### config.mk
export PLATFORM = sky130hd
export DESIGN_NAME = pdma_top
export DESIGN_NICKNAME = d
export VERILOG_FILES = /design/src/hw/pdma_pkg.sv /design/src/hw/pdma_arb.sv /design/src/hw/pdma_axil.sv /design/src/hw/pdma_top.sv
export VERILOG_INCLUDE_DIRS = /design/src /design/src/hw
export SDC_FILE = /design/constraint.sdc
export NUM_CORES = 2
export LEC_CHECK = 0
export BUFFER_PORTS_ARGS = -buffer_cell sky130_fd_sc_hd__buf_2
export CORE_MARGIN = 2
export CORE_UTILIZATION = 50
export DETAILED_ROUTE_END_ITERATION = 10
export PLACE_DENSITY = 0.67
export SYNTH_ARGS = -nofsm -noshare
export SYNTH_HDL_FRONTEND = slang
export SYNTH_SLANG_ARGS = --single-unit
### constraint.sdc
create_clock -name aclk -period 6.25 [get_ports aclk]
set_clock_uncertainty 0.1 [all_clocks]
set_input_delay 1.25 -clock aclk [delete_from_list [all_inputs] [get_ports aclk]]
set_output_delay 1.25 -clock aclk [all_outputs]
set_load 0.005 [all_outputs]
### src/hw/pdma_cfg.svh
/*
  Address map, fields and reset values of the DMA.
  Included by the bus front end and the top; definitions only.
*/
`ifndef PDMA_CFG_SVH
`define PDMA_CFG_SVH

// ----------------------------------------
// Sizes
// ----------------------------------------
`define PDMA_NCH        8
`define PDMA_SRC_N      128

// ----------------------------------------
// Address map
// ----------------------------------------
`define PDMA_CH_HI      7
`define PDMA_CH_LO      5
`define PDMA_REG_HI     4
`define PDMA_REG_LO     0
`define PDMA_GLOB_BIT   8
`define PDMA_TOP_HI     11
`define PDMA_TOP_LO     9
`define PDMA_OFF_CON    5'h00
`define PDMA_OFF_REQ    5'h04
`define PDMA_OFF_STA    5'h08
`define PDMA_OFF_STB    5'h0C
`define PDMA_OFF_PAD    5'h10
`define PDMA_OFF_CNT    5'h14
`define PDMA_OFF_CS0    5'h00
`define PDMA_OFF_CS1    5'h04

// ----------------------------------------
// Fields
// ----------------------------------------
`define PDMA_CON_CHEN   15
`define PDMA_CON_SIZE   14
`define PDMA_CON_DIR    13
`define PDMA_CON_HALF   12
`define PDMA_CON_NULLW  11
`define PDMA_CON_AMHI   5
`define PDMA_CON_AMLO   4
`define PDMA_MODE_ONE   0
`define PDMA_MODE_PP    1
`define PDMA_CON_MASK   16'hF833
`define PDMA_REQ_FORCE  15
`define PDMA_REQ_MASK   16'h807F
`define PDMA_CNT_MASK   16'h03FF
`define PDMA_AM_POSTINC 2'h0
`define PDMA_AM_NOINC   2'h1
`define PDMA_RST16      16'h0000
`define PDMA_LST_NONE   4'hF
`define PDMA_STEP_BYTE  16'h0001
`define PDMA_STEP_WORD  16'h0002
`define PDMA_RESP_OKAY  2'h0
`define PDMA_RESP_SLV   2'h2

`endif

### src/hw/pdma_pkg.sv
/*
  Types and helpers of the DMA.
  No assumptions beyond the configuration header.
*/
package pdma_pkg;

  typedef logic [15:0] pdma_word_t;
  typedef logic [9:0]  pdma_cnt_t;

  typedef enum logic [3:0] {
    PDMA_S_IDLE = 4'h1,
    PDMA_S_RD   = 4'h2,
    PDMA_S_WR   = 4'h4,
    PDMA_S_FIN  = 4'h8
  } pdma_state_t;

  // Byte-lane merge of implemented bits
  function automatic pdma_word_t pdma_merge(pdma_word_t old, pdma_word_t nw,
                                            logic [1:0] strb, pdma_word_t mask);
    pdma_word_t m;
    m = {{8{strb[1]}}, {8{strb[0]}}} & mask;
    return (old & ~m) | (nw & m);
  endfunction : pdma_merge

endpackage : pdma_pkg

### src/hw/pdma_arb.sv
/*
  Fixed-priority pick, lowest channel index first.
  Purely combinational; the caller registers the result.
*/
`timescale 1ns/1ns
module pdma_arb #(
  parameter int N = 8
) (
  // Requests
  input  wire logic [N-1:0]         req,
  // Pick
  output logic                      any,
  output logic [$clog2(N)-1:0]      idx
);
  localparam int IW = $clog2(N);

  always_comb
  begin
    any = 1'b0;
    idx = '0;
    for (int i = N - 1; i >= 0; i--)
    begin
      if (req[i])
      begin
        any = 1'b1;
        idx = IW'(i); // RQ25
      end
    end
  end

endmodule : pdma_arb

### src/hw/pdma_axil.sv
/*
  AXI4-Lite slave front end: one write and one read at a time.
  Assumes the parent decodes addresses combinationally.
*/
`timescale 1ns/1ns
`include "pdma_cfg.svh"
module pdma_axil #(
  parameter int AW = 12
) (
  // Clock and reset
  input  wire logic          aclk,
  input  wire logic          aresetn,
  // AXI4-Lite slave
  input  wire logic [AW-1:0] s_axi_awaddr,
  input  wire logic          s_axi_awvalid,
  output logic               s_axi_awready,
  input  wire logic [31:0]   s_axi_wdata,
  input  wire logic [3:0]    s_axi_wstrb,
  input  wire logic          s_axi_wvalid,
  output logic               s_axi_wready,
  output logic [1:0]         s_axi_bresp,
  output logic               s_axi_bvalid,
  input  wire logic          s_axi_bready,
  input  wire logic [AW-1:0] s_axi_araddr,
  input  wire logic          s_axi_arvalid,
  output logic               s_axi_arready,
  output logic [31:0]        s_axi_rdata,
  output logic [1:0]         s_axi_rresp,
  output logic               s_axi_rvalid,
  input  wire logic          s_axi_rready,
  // Register side
  output logic               wr_en,
  output logic [AW-1:0]      wr_addr,
  output logic [31:0]        wr_data,
  output logic [3:0]         wr_strb,
  input  wire logic          wr_err,
  output logic [AW-1:0]      rd_addr,
  input  wire logic [31:0]   rd_data,
  input  wire logic          rd_err
);
  logic aw_got;
  logic w_got;

  assign rd_addr = s_axi_araddr;

  always_ff @(posedge aclk)
  begin : aw_ch
    if (!aresetn)
    begin
      s_axi_awready <= 1'b0;
      aw_got        <= 1'b0;
      wr_addr       <= '0;
    end
    else
    begin
      s_axi_awready <= s_axi_awvalid && !aw_got && !s_axi_awready;
      if (s_axi_awvalid && s_axi_awready)
      begin
        aw_got  <= 1'b1;
        wr_addr <= s_axi_awaddr;
      end
      else if (wr_en)
        aw_got <= 1'b0;
    end
  end

  always_ff @(posedge aclk)
  begin : w_ch
    if (!aresetn)
    begin
      s_axi_wready <= 1'b0;
      w_got        <= 1'b0;
      wr_data      <= '0;
      wr_strb      <= '0;
    end
    else
    begin
      s_axi_wready <= s_axi_wvalid && !w_got && !s_axi_wready;
      if (s_axi_wvalid && s_axi_wready)
      begin
        w_got   <= 1'b1;
        wr_data <= s_axi_wdata;
        wr_strb <= s_axi_wstrb;
      end
      else if (wr_en)
        w_got <= 1'b0;
    end
  end

  // Guard on wr_en keeps a held pair from firing twice
  always_ff @(posedge aclk)
  begin : b_ch
    if (!aresetn)
    begin
      wr_en        <= 1'b0;
      s_axi_bvalid <= 1'b0;
      s_axi_bresp  <= `PDMA_RESP_OKAY;
    end
    else
    begin
      wr_en <= aw_got && w_got && !s_axi_bvalid && !wr_en;
      if (wr_en)
      begin
        s_axi_bvalid <= 1'b1;
        s_axi_bresp  <= wr_err ? `PDMA_RESP_SLV : `PDMA_RESP_OKAY;
      end
      else if (s_axi_bvalid && s_axi_bready)
        s_axi_bvalid <= 1'b0;
    end
  end

  always_ff @(posedge aclk)
  begin : r_ch
    if (!aresetn)
    begin
      s_axi_arready <= 1'b0;
      s_axi_rvalid  <= 1'b0;
      s_axi_rdata   <= '0;
      s_axi_rresp   <= `PDMA_RESP_OKAY;
    end
    else
    begin
      s_axi_arready <= s_axi_arvalid && !s_axi_arready && !s_axi_rvalid;
      if (s_axi_arvalid && s_axi_arready)
      begin
        s_axi_rvalid <= 1'b1;
        s_axi_rdata  <= rd_data;
        s_axi_rresp  <= rd_err ? `PDMA_RESP_SLV : `PDMA_RESP_OKAY;
      end
      else if (s_axi_rvalid && s_axi_rready)
        s_axi_rvalid <= 1'b0;
    end
  end

endmodule : pdma_axil

### src/hw/pdma_top.sv
/*
  Eight-channel peripheral DMA engine with its own transfer bus.
  Assumes both buses return read data a cycle after re.
*/
// The implementer's own choices: the placing of the registers and the AXI4-Lite interface to the registers.
// Operation
// [RQ1] Eight channels, each with private registers
// [RQ2] Per-channel direction: RAM to peripheral or back
// [RQ3] Transfers use own bus, not CPU path
// [RQ4] Seven-bit source code selects triggering request
// [RQ5] Serial transmit/receive codes pair with their addresses
// [RQ6] SPI done code shares one data address
// [RQ7] Audio right and left codes with addresses
// [RQ8] Post-increment, fixed, or peripheral-indirect RAM addressing
// [RQ9] Interrupt at block end, or at half
// [RQ10] Byte or word per transfer
// [RQ11] Fixed-priority arbitration among requesting channels
// [RQ12] Start on peripheral request or software force
// [RQ13] One-shot stops; continuous restarts the block
// [RQ14] Ping-pong swaps start addresses per block
// [RQ15] Six per-channel registers, count ten bits
// [RQ16] Shared RAM and peripheral write-collision flags
// [RQ17] Shared status: active channel, ping-pong buffers
// [RQ18] Start-address reads return live pointer
// [RQ19] Other registers are plain storage
// [RQ20] Only interrupt request pulses leave the block
// [RQ21] Software keeps buffers inside DMA RAM
// [RQ22] Force bit cleared only by hardware
// [RQ23] Direction one: RAM to peripheral
// [RQ24] Two-bit mode: continuous/one-shot, ping-pong
// [RQ25] Channel zero highest, one grant per cycle
// [RQ26] Block ends after count plus one transfers
`timescale 1ns/1ns
`include "pdma_cfg.svh"
module pdma_top #(
  parameter int AW  = 12,
  parameter int NCH = `PDMA_NCH,
  parameter int NSRC = `PDMA_SRC_N
) (
  // Clock and reset
  input  wire logic               aclk,
  input  wire logic               aresetn,
  // AXI4-Lite slave
  input  wire logic [AW-1:0]      s_axi_awaddr,
  input  wire logic               s_axi_awvalid,
  output logic                    s_axi_awready,
  input  wire logic [31:0]        s_axi_wdata,
  input  wire logic [3:0]         s_axi_wstrb,
  input  wire logic               s_axi_wvalid,
  output logic                    s_axi_wready,
  output logic [1:0]              s_axi_bresp,
  output logic                    s_axi_bvalid,
  input  wire logic               s_axi_bready,
  input  wire logic [AW-1:0]      s_axi_araddr,
  input  wire logic               s_axi_arvalid,
  output logic                    s_axi_arready,
  output logic [31:0]             s_axi_rdata,
  output logic [1:0]              s_axi_rresp,
  output logic                    s_axi_rvalid,
  input  wire logic               s_axi_rready,
  // Request sources and peripheral-supplied address
  input  wire logic [NSRC-1:0]    irq_src,
  input  wire pdma_pkg::pdma_word_t pind_addr,
  // Peripheral side of the transfer bus
  output pdma_pkg::pdma_word_t    per_addr,
  output pdma_pkg::pdma_word_t    per_wdata,
  output logic                    per_we,
  output logic                    per_re,
  input  wire pdma_pkg::pdma_word_t per_rdata,
  // RAM side of the transfer bus
  output pdma_pkg::pdma_word_t    ram_addr,
  output pdma_pkg::pdma_word_t    ram_wdata,
  output logic                    ram_we,
  output logic                    ram_re,
  input  wire pdma_pkg::pdma_word_t ram_rdata,
  output logic                    xfer_byte,
  // CPU writes watched for collisions
  input  wire logic               cpu_ram_we,
  input  wire pdma_pkg::pdma_word_t cpu_ram_addr,
  input  wire logic               cpu_per_we,
  input  wire pdma_pkg::pdma_word_t cpu_per_addr,
  // Interrupt requests to the interrupt controller
  output logic [NCH-1:0]          ch_irq
);
  import pdma_pkg::*;
  localparam int CW = $clog2(NCH);
  localparam int SW = $clog2(NSRC);

  // ----------------------------------------
  // Register bus
  // ----------------------------------------
  logic          wr_en;
  logic [AW-1:0] wr_addr;
  logic [31:0]   wr_data;
  logic [3:0]    wr_strb;
  logic          wr_err;
  logic [AW-1:0] rd_addr;
  logic [31:0]   rd_data;
  logic          rd_err;

  pdma_axil #(.AW(AW)) u_bus (
    .aclk(aclk), .aresetn(aresetn),
    .s_axi_awaddr(s_axi_awaddr), .s_axi_awvalid(s_axi_awvalid), .s_axi_awready(s_axi_awready),
    .s_axi_wdata(s_axi_wdata), .s_axi_wstrb(s_axi_wstrb), .s_axi_wvalid(s_axi_wvalid),
    .s_axi_wready(s_axi_wready), .s_axi_bresp(s_axi_bresp), .s_axi_bvalid(s_axi_bvalid),
    .s_axi_bready(s_axi_bready), .s_axi_araddr(s_axi_araddr), .s_axi_arvalid(s_axi_arvalid),
    .s_axi_arready(s_axi_arready), .s_axi_rdata(s_axi_rdata), .s_axi_rresp(s_axi_rresp),
    .s_axi_rvalid(s_axi_rvalid), .s_axi_rready(s_axi_rready),
    .wr_en(wr_en), .wr_addr(wr_addr), .wr_data(wr_data), .wr_strb(wr_strb), .wr_err(wr_err),
    .rd_addr(rd_addr), .rd_data(rd_data), .rd_err(rd_err)
  );

  function automatic logic mapped(logic [AW-1:0] a);
    logic [4:0] r;
    r = a[`PDMA_REG_HI:`PDMA_REG_LO];
    if (a[`PDMA_TOP_HI:`PDMA_TOP_LO] != '0)
      return 1'b0;
    if (a[`PDMA_GLOB_BIT])
      return a[`PDMA_CH_HI:`PDMA_CH_LO] == '0 && (r == `PDMA_OFF_CS0 || r == `PDMA_OFF_CS1);
    return r[1:0] == 2'h0 && r <= `PDMA_OFF_CNT;
  endfunction : mapped

  // ----------------------------------------
  // Channel state
  // ----------------------------------------
  pdma_word_t  con_q [NCH];
  pdma_word_t  req_q [NCH];
  pdma_word_t  sta_q [NCH];
  pdma_word_t  stb_q [NCH];
  pdma_word_t  pad_q [NCH];
  pdma_word_t  cnt_q [NCH];
  pdma_word_t  ptr_q [NCH];
  pdma_cnt_t   done_q [NCH];
  logic [NCH-1:0] ppst_q;
  logic [NCH-1:0] pend_q;
  logic [NCH-1:0] xwcol_q;
  logic [NCH-1:0] pwcol_q;
  logic [3:0]     lstch_q;
  pdma_state_t    state_q;
  logic [CW-1:0]  cur_q;

  logic [CW-1:0] wch;
  logic [4:0]    wreg;
  logic          wloc;
  logic          any;
  logic [CW-1:0] gidx;
  logic [NCH-1:0] gnt;
  logic [NCH-1:0] new_req;
  logic          fin;
  logic          last;
  logic          half;
  logic          pp_next;
  pdma_word_t    step;
  pdma_word_t    cw;

  assign wch    = wr_addr[`PDMA_CH_HI:`PDMA_CH_LO];
  assign wreg   = wr_addr[`PDMA_REG_HI:`PDMA_REG_LO];
  assign wloc   = wr_en && mapped(wr_addr) && !wr_addr[`PDMA_GLOB_BIT];
  assign wr_err = !mapped(wr_addr);
  assign fin    = state_q == PDMA_S_FIN;
  assign cw     = con_q[cur_q];
  assign last   = done_q[cur_q] == cnt_q[cur_q][9:0]; // RQ26
  assign half   = done_q[cur_q] == {1'b0, cnt_q[cur_q][9:1]};
  assign step   = cw[`PDMA_CON_SIZE] ? `PDMA_STEP_BYTE : `PDMA_STEP_WORD; // RQ10
  assign pp_next = cw[`PDMA_MODE_PP] ? !ppst_q[cur_q] : ppst_q[cur_q]; // RQ14

  // RAM address for a channel under its addressing scheme
  function automatic pdma_word_t ram_ea(logic [CW-1:0] c);
    pdma_word_t base;
    base = ppst_q[c] ? stb_q[c] : sta_q[c];
    if (con_q[c][`PDMA_CON_AMHI:`PDMA_CON_AMLO] == `PDMA_AM_POSTINC ||
        con_q[c][`PDMA_CON_AMHI:`PDMA_CON_AMLO] == `PDMA_AM_NOINC)
      return ptr_q[c];
    return 16'(base + pind_addr); // RQ8
  endfunction : ram_ea

  // ----------------------------------------
  // Requests and arbitration
  // ----------------------------------------
  always_comb
  begin
    for (int i = 0; i < NCH; i++)
    begin
      new_req[i] = con_q[i][`PDMA_CON_CHEN] &&
                   (irq_src[req_q[i][SW-1:0]] || // RQ4 RQ5 RQ6 RQ7 RQ12
                    (wloc && wreg == `PDMA_OFF_REQ && wch == CW'(i) &&
                     wr_strb[1] && wr_data[`PDMA_REQ_FORCE]));
      gnt[i] = state_q == PDMA_S_IDLE && any && gidx == CW'(i);
    end
  end

  pdma_arb #(.N(NCH)) u_arb (
    .req(pend_q),
    .any(any),
    .idx(gidx)
  );

  // Arrival beats same-cycle grant
  always_ff @(posedge aclk)
  begin : pending
    if (!aresetn)
      pend_q <= '0;
    else
      pend_q <= (pend_q & ~gnt) | new_req; // RQ11
  end

  // ----------------------------------------
  // Transfer engine on the dedicated bus
  // ----------------------------------------
  always_ff @(posedge aclk)
  begin : engine
    if (!aresetn)
    begin
      state_q   <= PDMA_S_IDLE;
      cur_q     <= '0;
      lstch_q   <= `PDMA_LST_NONE;
      per_addr  <= `PDMA_RST16;
      per_wdata <= `PDMA_RST16;
      per_we    <= 1'b0;
      per_re    <= 1'b0;
      ram_addr  <= `PDMA_RST16;
      ram_wdata <= `PDMA_RST16;
      ram_we    <= 1'b0;
      ram_re    <= 1'b0;
      xfer_byte <= 1'b0;
    end
    else
    begin
      case (state_q)
        PDMA_S_IDLE:
          if (any)
          begin
            cur_q     <= gidx;
            lstch_q   <= 4'(gidx);
            xfer_byte <= con_q[gidx][`PDMA_CON_SIZE];
            if (con_q[gidx][`PDMA_CON_DIR]) // RQ2 RQ23
            begin
              ram_re   <= 1'b1;
              ram_addr <= ram_ea(gidx);
            end
            else
            begin
              per_re   <= 1'b1;
              per_addr <= pad_q[gidx];
            end
            state_q <= PDMA_S_RD;
          end
        PDMA_S_RD:
        begin
          ram_re  <= 1'b0;
          per_re  <= 1'b0;
          state_q <= PDMA_S_WR;
        end
        PDMA_S_WR:
        begin
          per_addr <= pad_q[cur_q];
          if (cw[`PDMA_CON_DIR]) // RQ3
          begin
            per_we    <= 1'b1;
            per_wdata <= cw[`PDMA_CON_SIZE] ? {8'h00, ram_rdata[7:0]} : ram_rdata;
          end
          else
          begin
            ram_we    <= 1'b1;
            ram_addr  <= ram_ea(cur_q);
            ram_wdata <= cw[`PDMA_CON_SIZE] ? {8'h00, per_rdata[7:0]} : per_rdata;
            // Null write keeps receive side clocking
            per_we    <= cw[`PDMA_CON_NULLW];
            per_wdata <= `PDMA_RST16;
          end
          state_q <= PDMA_S_FIN;
        end
        PDMA_S_FIN:
        begin
          ram_we  <= 1'b0;
          per_we  <= 1'b0;
          state_q <= PDMA_S_IDLE;
        end
        default:
          state_q <= PDMA_S_IDLE;
      endcase
    end
  end

  // ----------------------------------------
  // Block progress and interrupt pulses
  // ----------------------------------------
  always_ff @(posedge aclk)
  begin : progress
    if (!aresetn)
    begin
      ppst_q <= '0;
      ch_irq <= '0;
      for (int i = 0; i < NCH; i++)
      begin
        ptr_q[i]  <= `PDMA_RST16;
        done_q[i] <= '0;
      end
    end
    else
    begin
      ch_irq <= '0;
      for (int i = 0; i < NCH; i++)
      begin
        // Enable, or STA write while disabled, re-arms pointer
        if (wloc && wch == CW'(i) && wreg == `PDMA_OFF_CON && wr_strb[1] &&
            wr_data[`PDMA_CON_CHEN] && !con_q[i][`PDMA_CON_CHEN])
        begin
          ptr_q[i]  <= sta_q[i];
          ppst_q[i] <= 1'b0;
          done_q[i] <= '0;
        end
        else if (wloc && wch == CW'(i) && wreg == `PDMA_OFF_STA && !con_q[i][`PDMA_CON_CHEN])
          ptr_q[i] <= pdma_merge(sta_q[i], wr_data[15:0], wr_strb[1:0], 16'hFFFF);
      end
      if (fin)
      begin
        if (cw[`PDMA_CON_HALF] ? half : last) // RQ9 RQ20
          ch_irq[cur_q] <= 1'b1;
        if (last)
        begin
          done_q[cur_q] <= '0;
          ppst_q[cur_q] <= pp_next; // RQ14
          ptr_q[cur_q]  <= pp_next ? stb_q[cur_q] : sta_q[cur_q]; // RQ26
        end
        else
        begin
          done_q[cur_q] <= 10'(done_q[cur_q] + 10'h001);
          if (cw[`PDMA_CON_AMHI:`PDMA_CON_AMLO] == `PDMA_AM_POSTINC) // RQ8
            ptr_q[cur_q] <= 16'(ptr_q[cur_q] + step);
        end
      end
    end
  end

  // ----------------------------------------
  // Per-channel registers
  // ----------------------------------------
  always_ff @(posedge aclk)
  begin : regs
    if (!aresetn)
    begin
      for (int i = 0; i < NCH; i++)
      begin
        con_q[i] <= `PDMA_RST16;
        req_q[i] <= `PDMA_RST16;
        sta_q[i] <= `PDMA_RST16;
        stb_q[i] <= `PDMA_RST16;
        pad_q[i] <= `PDMA_RST16;
        cnt_q[i] <= `PDMA_RST16;
      end
    end
    else
    begin
      if (wloc) // RQ1 RQ15 RQ19
      begin
        case (wreg)
          `PDMA_OFF_CON: con_q[wch] <= pdma_merge(con_q[wch], wr_data[15:0], wr_strb[1:0], `PDMA_CON_MASK);
          `PDMA_OFF_REQ: req_q[wch] <= pdma_merge(req_q[wch], wr_data[15:0], wr_strb[1:0], `PDMA_REQ_MASK)
                                       | (req_q[wch] & 16'h8000); // RQ22
          `PDMA_OFF_STA: sta_q[wch] <= pdma_merge(sta_q[wch], wr_data[15:0], wr_strb[1:0], 16'hFFFF);
          `PDMA_OFF_STB: stb_q[wch] <= pdma_merge(stb_q[wch], wr_data[15:0], wr_strb[1:0], 16'hFFFF);
          `PDMA_OFF_PAD: pad_q[wch] <= pdma_merge(pad_q[wch], wr_data[15:0], wr_strb[1:0], 16'hFFFF);
          `PDMA_OFF_CNT: cnt_q[wch] <= pdma_merge(cnt_q[wch], wr_data[15:0], wr_strb[1:0], `PDMA_CNT_MASK);
          default: ;
        endcase
      end
      if (fin)
      begin
        // Same-cycle force write survives
        if (!(wloc && wch == cur_q && wreg == `PDMA_OFF_REQ && wr_strb[1] && wr_data[`PDMA_REQ_FORCE]))
          req_q[cur_q][`PDMA_REQ_FORCE] <= 1'b0; // RQ22 RQ12
        if (last && cw[`PDMA_MODE_ONE] && (!cw[`PDMA_MODE_PP] || ppst_q[cur_q])) // RQ13 RQ24
          con_q[cur_q][`PDMA_CON_CHEN] <= 1'b0;
      end
    end
  end

  // ----------------------------------------
  // Collision flags, write one to clear
  // ----------------------------------------
  always_ff @(posedge aclk)
  begin : collide
    if (!aresetn)
    begin
      xwcol_q <= '0;
      pwcol_q <= '0;
    end
    else
    begin
      if (wr_en && !wr_err && wr_addr[`PDMA_GLOB_BIT] && wr_addr[`PDMA_REG_HI:`PDMA_REG_LO] == `PDMA_OFF_CS0)
      begin
        xwcol_q <= xwcol_q & ~(wr_data[NCH-1:0] & {NCH{wr_strb[0]}});
        pwcol_q <= pwcol_q & ~(wr_data[NCH+7:8] & {NCH{wr_strb[1]}});
      end
      // Set wins over clear
      if (ram_we && cpu_ram_we && cpu_ram_addr == ram_addr)
        xwcol_q[cur_q] <= 1'b1; // RQ16
      if (per_we && cpu_per_we && cpu_per_addr == per_addr)
        pwcol_q[cur_q] <= 1'b1; // RQ16
    end
  end

  // ----------------------------------------
  // Read mux
  // ----------------------------------------
  always_comb
  begin
    rd_data = 32'h0000_0000;
    rd_err  = !mapped(rd_addr);
    if (rd_addr[`PDMA_GLOB_BIT])
      rd_data[15:0] = rd_addr[`PDMA_REG_HI:`PDMA_REG_LO] == `PDMA_OFF_CS0 ?
                      {pwcol_q, xwcol_q} : {4'h0, lstch_q, ppst_q}; // RQ17
    else
      case (rd_addr[`PDMA_REG_HI:`PDMA_REG_LO])
        `PDMA_OFF_CON: rd_data[15:0] = con_q[rd_addr[`PDMA_CH_HI:`PDMA_CH_LO]];
        `PDMA_OFF_REQ: rd_data[15:0] = req_q[rd_addr[`PDMA_CH_HI:`PDMA_CH_LO]];
        `PDMA_OFF_STA,
        `PDMA_OFF_STB: rd_data[15:0] = ptr_q[rd_addr[`PDMA_CH_HI:`PDMA_CH_LO]]; // RQ18
        `PDMA_OFF_PAD: rd_data[15:0] = pad_q[rd_addr[`PDMA_CH_HI:`PDMA_CH_LO]];
        `PDMA_OFF_CNT: rd_data[15:0] = cnt_q[rd_addr[`PDMA_CH_HI:`PDMA_CH_LO]];
        default:       rd_data[15:0] = `PDMA_RST16;
      endcase
    if (rd_err)
      rd_data = 32'h0000_0000;
  end

endmodule : pdma_top

======== Word level (Yosys, flattened, before mapping) ========
Memories as Yosys holds them, arrays and structs flattened. A register that Yosys moved wholly into a read port is not among the register bits.
Cells that the tools add are included.
cells by class
  bitwise gates (word level) .............. 75
  $add $sub $neg .......................... 4
  equal/unequal tests ..................... 39
  order comparisons ....................... 13
  multiplexer cells ....................... 309
  reductions and logical operators ........ 198
operators by type and width
  kind                count
  $mux 16             43
  $and 16x16->16      17
  $or 16x16->16       15
  $mux 1              181
  $logic_and 1x1->1   131
  $reduce_or 16->1    8
  $mux 3              42
  $mux 10             9
  $pmux 16 s5         1
  $lt 7x8->1 const B  8
  $mux 8              8
  $pmux 16 s2         2
  $bmux 1 s7          8
  $not 16->16         3
  $and 8x8->8         5
  $add 16x16->16      2
  $eq 16x16->1        2
  $or 1x1->1          26
  $eq 3x3->1 const B  8
  $not 8->8           3
  $or 8x8->8          3
  $eq 5x4->1 const B  4
  $eq 5x5->1 const B  4
  $logic_not 1->1     19
  38 further kinds    86
storage, ports and cells
  memories kept ........................... 8
  word-level logic and storage cells ...... 677
  output and inout bits ................... 118
  input bits .............................. 277
  register bits ........................... 194
  memory bits (writable) .................. 976
memory list
  name             words  width  rd ports  clocked after memory_dff  write ports  RTL line         text
  cnt_q            8      16     3         2                         8            pdma_top.sv:131  pdma_word_t cnt_q [NCH];
  con_q            8      16     12        2                         8            pdma_top.sv:126  pdma_word_t con_q [NCH];
  pad_q            8      16     4         2                         8            pdma_top.sv:130  pdma_word_t pad_q [NCH];
  ptr_q            8      16     3         1                         9            pdma_top.sv:132  pdma_word_t ptr_q [NCH];
  req_q            8      16     10        1                         8            pdma_top.sv:127  pdma_word_t req_q [NCH];
  sta_q            8      16     11        2                         8            pdma_top.sv:128  pdma_word_t sta_q [NCH];
  2 more memories  -      -      -         -                         -            -

======== Depth between registers and ports, before layout ========
An unclocked memory read counts as a cell.
  word-level depth ........................ 20
  depth in mapped cells ................... 23
  gate-level depth less buffers ........... 19

======== By module ========
From an unflattened synthesis, not the netlist that was laid out.
second synthesis, totals
  cell total of the unflattened synthesis .. 6011
  area total of the unflattened synthesis .. 78856.9 um2
by module, submodules not included
  module     cells each  area an instance (um2)  instances
  pdma_top   5584        75118.3                 1
  pdma_axil  414         3658.5                  1
  pdma_arb   13          80.1                    1

======== Worst setup path after synthesis ========
Ideal clock, no wire load.
  path kind ............................... flip-flop to flip-flop
  start point ............................. register pend_q[6]
  end point ............................... register ram_addr[12]
  period minus slack after synthesis ...... 4959 ps
  required time ........................... 6033 ps
  path slack .............................. 1291 ps
  data arrival time ....................... 4742 ps
  stages on the path, launching flop included .. 21
  path through ............................ dfxtp_1 nor4_1 nand2b_1 clkbuf_1 clkbuf_1 buf_1 clkbuf_1 nor4_1 o21ai_0 o21ai_0 ha_1 fa_1 a211oi_1 o211ai_1 a31o_2 a21o_1 a21o_1 a21oi_1 xor2_1 o211ai_1 a32o_1
on the way
  cells in the longest elaborated chain, start to end .. 19
  elaborated cells between the ends (all ways) .. 38
  those cells by class .................... add/sub (1); eq/ne (3); mux (27); reduce/logical (3); memory (4)
ends and longest elaborated chain
  element                                                  RTL line         text
  start: declaration                                       pdma_top.sv:135  logic [NCH-1:0] pend_q;
  start signal: assignment                                 pdma_top.sv:204  pend_q <= (pend_q & ~gnt) | new_req;
  branches (longest 19 deep; another with $add 16x16->16)  -
  end signal: assignment                                   pdma_top.sv:221  ram_addr <= `PDMA_RST16;
  end signal: assignment                                   pdma_top.sv:239  ram_addr <= ram_ea(gidx);
  end signal: assignment                                   pdma_top.sv:265  ram_addr <= ram_ea(cur_q);
  end: declaration                                         pdma_top.sv:71   output pdma_pkg::pdma_word_t ram_addr,
Several ways; the timed one is not identified. The select of a mux whose other input is x is not followed.
A chain may end at the register's enable or synchronous reset.

======== Worst setup path after layout ========
  start point ............................. register pend_q[3]
  end point ............................... register ram_addr[13]
on the way
  cells in the longest elaborated chain, start to end .. 16
  elaborated cells between the ends (all ways) .. 32
  those cells by class .................... add/sub (1); eq/ne (3); mux (21); reduce/logical (3); memory (4)
ends and longest elaborated chain
  element
  branches (longest 16 deep; another with $add 16x16->16)
Several ways; the timed one is not identified. The select of a mux whose other input is x is not followed.

==> metrics.cfg <==
[timing]
min_period_ns = 5.98
max_freq_ghz = 0.167
worst_slew_pin_slew_ns = 1.38
finalCritPeriodShare_pct = 95.7
max-slew-margin-rel_pct = 8.01
rsz0062_at_grt = no
hold_viol_final = 0
setup_viol = 0
tns_ns = 0
slew_violations = 0

[logic_synthesis]
synth_warnings = 0
synth_edf_count = 960
ys_seq_elements = 1158
netlist_area_mm2 = 0.0763
async_flop_share_pct = 0
postSynthCellCount = 6296
synth_ff_type = edfxtp_1
synth.avg_cell_area_um2 = 12.1
ys_seq_area_share_pct = 43.0
ys_types = 97

[global_routing]
grt_pass1_vias = 58500
grt_max_degree = 98
grt_pass1_wl_um = 425000
antenna_found_initial = 33
gr-total-overflow = 0
grt_usage_pct = 37.8

[cts]
cts_sinks = 1158
cts-buffers-inserted = 118
htreeDepth = 3
clkLatencyLatePin_ns = 0.80
clk_path_buf_depth = 3
post-cts-setup-buffers = 0
clkSlewWorstSetupHoldPaths_ns = 0.07
cts_tree = yes
cts-root-buf = clkbuf_16

[routing]
wirelength_um = 300000
first_iter_violations = 10800
num_vias = 61800
vias_per_cell = 7.17
drc = 0
routedWlPerCell_um = 34.8
dr.pass1.iters = 6
detail-route-antenna-nets = 0

[placed_design]
place.gp.congestion = 1.01
place_hpwl_um = 208000
io_buffers = 358
placed_cells = 8383
post_dp_cell_area_mm2 = 0.0807

[critical_path]
worstPathMaxFanout = 13
crit_path_end_kind = register
critPathLaunchType = register
worstSetupPathType = register to register
cp_data_arrival_time_ns = 6.51
required_ns = 6.78

[finish]
drive_gt1_share_pct = 28.8
nets = 6791
finalInstanceArea_mm2 = 0.0847
area_delta_synth_final_pct = 11.0
instances_no_fill = 8618
multiInputGateArea_mm2 = 0.0414
fill_cells = 12600
regArea_mm2 = 0.0328

[pwr]
pwr_density_cell_mw_per_mm2 = 218
leakage_uw = 0.0280
ir_worst_vdd_uv = 259
finalPower_uw = 18500

[floorplan]
num_io_pins = 395
fp.dieH_um = 395
die_w_um = 395
initial_utilization_pct = 50.3
core_area_mm2 = 0.152
placementRows = 143
die_area_mm2 = 0.156

[hold_path]
hp-class = register to register

[outcome]
outcome = completed

[job]
max_cap_viol_count = 0

[cell families (layout without fill, tap and decap cells)]
logic type / after synthesis / in the layout / share of synthesized area (%)
AND/OR/NAND/NOR: 2254 / 2254 / 12.5
multiplexers: 1300 / 1300 / 32.1
flip-flops: 1158 / 1158 / 43.0
AO/OA/AOI/OAI: 846 / 846 / 7.28
buffers and inverters: 591 / 851 / 3.28
XOR/XNOR: 105 / 105 / 1.20
adder cells (fa/ha/maj): 41 / 41 / 0.702
other: 1 / 33 / 0.00491
[placed cells by master, fill, tap and decap left out, drive strengths merged, types with 18 or more instances in the layout]
| cell | Yosys | final |
|---|---|---|
| nand2 | 704 | 704 |
| o211ai | 21 | 21 |
| clkinv | 0 | 33 |
| o22ai | 73 | 73 |
| nor4 | 68 | 68 |
| mux2 | 115 | 115 |
| a31oi | 30 | 30 |
| ha | 38 | 38 |
| buf | 203 | 608 |
| edfxtp | 960 | 960 |
| a22oi | 55 | 55 |
| dfxtp | 198 | 198 |
| clkbuf | 365 | 164 |
| o31ai | 116 | 116 |
| a21oi | 188 | 188 |
| conb | 1 | 18 |
| mux2i | 290 | 290 |
| xnor2 | 66 | 66 |
| nand2b | 29 | 29 |
| a211oi | 41 | 41 |
| a221oi | 23 | 23 |
| o21ai | 172 | 172 |
| nor3 | 62 | 62 |
| nor2 | 1087 | 1087 |
| xor2 | 39 | 39 |
| nand3 | 136 | 136 |
| and3 | 37 | 37 |
| inv | 23 | 29 |
| mux4 | 895 | 895 |
| nor2b | 32 | 32 |
[metal layers]
| layer | share of wire, % | track usage (%) | vias up |
|---|---|---|---|
| met5 | 0.11 | 0.246 | - |
| met4 | 4.8 | 15.6 | 44 |
| met3 | 17 | 14.7 | 795 |
| met2 | 43 | 54.5 | 5402 |
| met1 | 35 | 51.1 | 30700 |
| li1 | - | - | 24900 |
[per-stage QoR]
stage | setup slack (ns) | hold slack (ns) | util, %
2_1_floorplan | 1.29 | 0.301 | -
3_3_place_gp | 0.347 | 0.320 | 53.2
3_5_place_dp | 0.224 | 0.319 | 53.2
4_1_cts | 0.173 | 0.328 | 55.8
5_1_grt | 0.00351 | 0.350 | 55.8
6_report | 0.270 | 0.331 | 55.8
[sequential cells by signal (all words and copies together), names as in the netlist, 16 cells and up, named ones only]
signal             flops
per_wdata             16
ram_wdata             16
u_bus.s_axi_rdata     16
cnt_q                128
req_q                128
ptr_q                128
done_q                80
sta_q                128
pad_q                128
per_addr              16
con_q                128
ram_addr              16
u_bus.wr_data         16
stb_q                128
[synthesized netlist by cell type (all sizes together) (7+ instances only)]
| master | n | area [um^2] |
|---|---|---|
| nor2 | 1087 | 4080 |
| edfxtp | 960 | 28800 |
| mux4 | 895 | 20200 |
| nand2 | 704 | 2640 |
| clkbuf | 365 | 1370 |
| mux2i | 290 | 3050 |
| buf | 203 | 1050 |
| dfxtp | 198 | 3960 |
| a21oi | 188 | 941 |
| o21ai | 172 | 865 |
| nand3 | 136 | 681 |
| o31ai | 116 | 876 |
| mux2 | 115 | 1290 |
| o22ai | 73 | 457 |
| nor4 | 68 | 447 |
| xnor2 | 66 | 578 |
| nor3 | 62 | 342 |
| a22oi | 55 | 418 |
| a211oi | 41 | 318 |
| xor2 | 39 | 342 |
| ha | 38 | 475 |
| and3 | 37 | 236 |
| nor2b | 32 | 200 |
| a31oi | 30 | 188 |
| nand2b | 29 | 181 |
| a221oi | 23 | 201 |
| inv | 23 | 86.3 |
| o211ai | 21 | 158 |
| and2 | 16 | 100 |
| or2 | 16 | 100 |
| nand4 | 15 | 93.8 |
| a21o | 14 | 105 |
| a311oi | 14 | 123 |
| a211o | 13 | 114 |
| nor3b | 13 | 97.6 |
| a221o | 11 | 110 |
| nand3b | 10 | 75.1 |
| o21a | 10 | 82.6 |
| o221ai | 9 | 78.8 |
| a222oi | 8 | 80.1 |
| nor4b | 8 | 76.3 |
| a2111oi | 7 | 68.8 |
| or3 | 7 | 43.8 |
[final cells by class]
cell class / instances / share of cell area (%)
clock inverters: 56 / 0.801
repair buffers: 608 / 4.58
well taps: 2030 / 3.00
clock buffers: 164 / 3.91
multi-input cells: 4564 / 48.8
inverters: 23 / 0.108
diodes: 15 / 0.0443
flip-flops and latches: 1158 / 38.7
[timing repair]
item,in CTS,in global routing
hold buffers,0,0
resized for setup,0,2
endpoints found under the setup margin,0,4
[power by group]
| group | internal (uW) | leakage (uW) | switching [uW] |
|---|---|---|---|
| sequential | 8560 | 0.0115 | 249 |
| combinational | 961 | 0.0146 | 1300 |
| clock | 4170 | 0.00192 | 3220 |
[critical path: stages (launching register included)]
cell      delay [ns]
dfxtp_1         0.42
nor4b_1         0.75
o21ai_4         0.10
o21a_1          0.20
o221a_2         0.15
a22oi_2         0.22
nand2_1         0.42
buf_4           0.35
o21ai_0         0.19
o21ai_1         0.43
ha_1            0.44
a211oi_1        0.34
o211ai_1        0.19
nand2_1         0.13
o21ai_0         0.16
o41ai_1         0.63
xor2_1          0.19
mux2i_1         0.08
o22ai_1         0.20
o22ai_1         0.11
[final timing paths]
kind / startpoint / slack [ns] / cells past startpoint / end
max: pend_q[3] / 0.27 / 19 / ram_addr[13]
max reg2reg: pend_q[3] / 0.27 / 19 / ram_addr[13]
min reg2reg: u_bus.aw_got / 0.33 / 1 / u_bus.s_axi_awready
min: u_bus.aw_got / 0.33 / 1 / u_bus.s_axi_awready
Note: power is estimated with default switching activity, not from simulation.
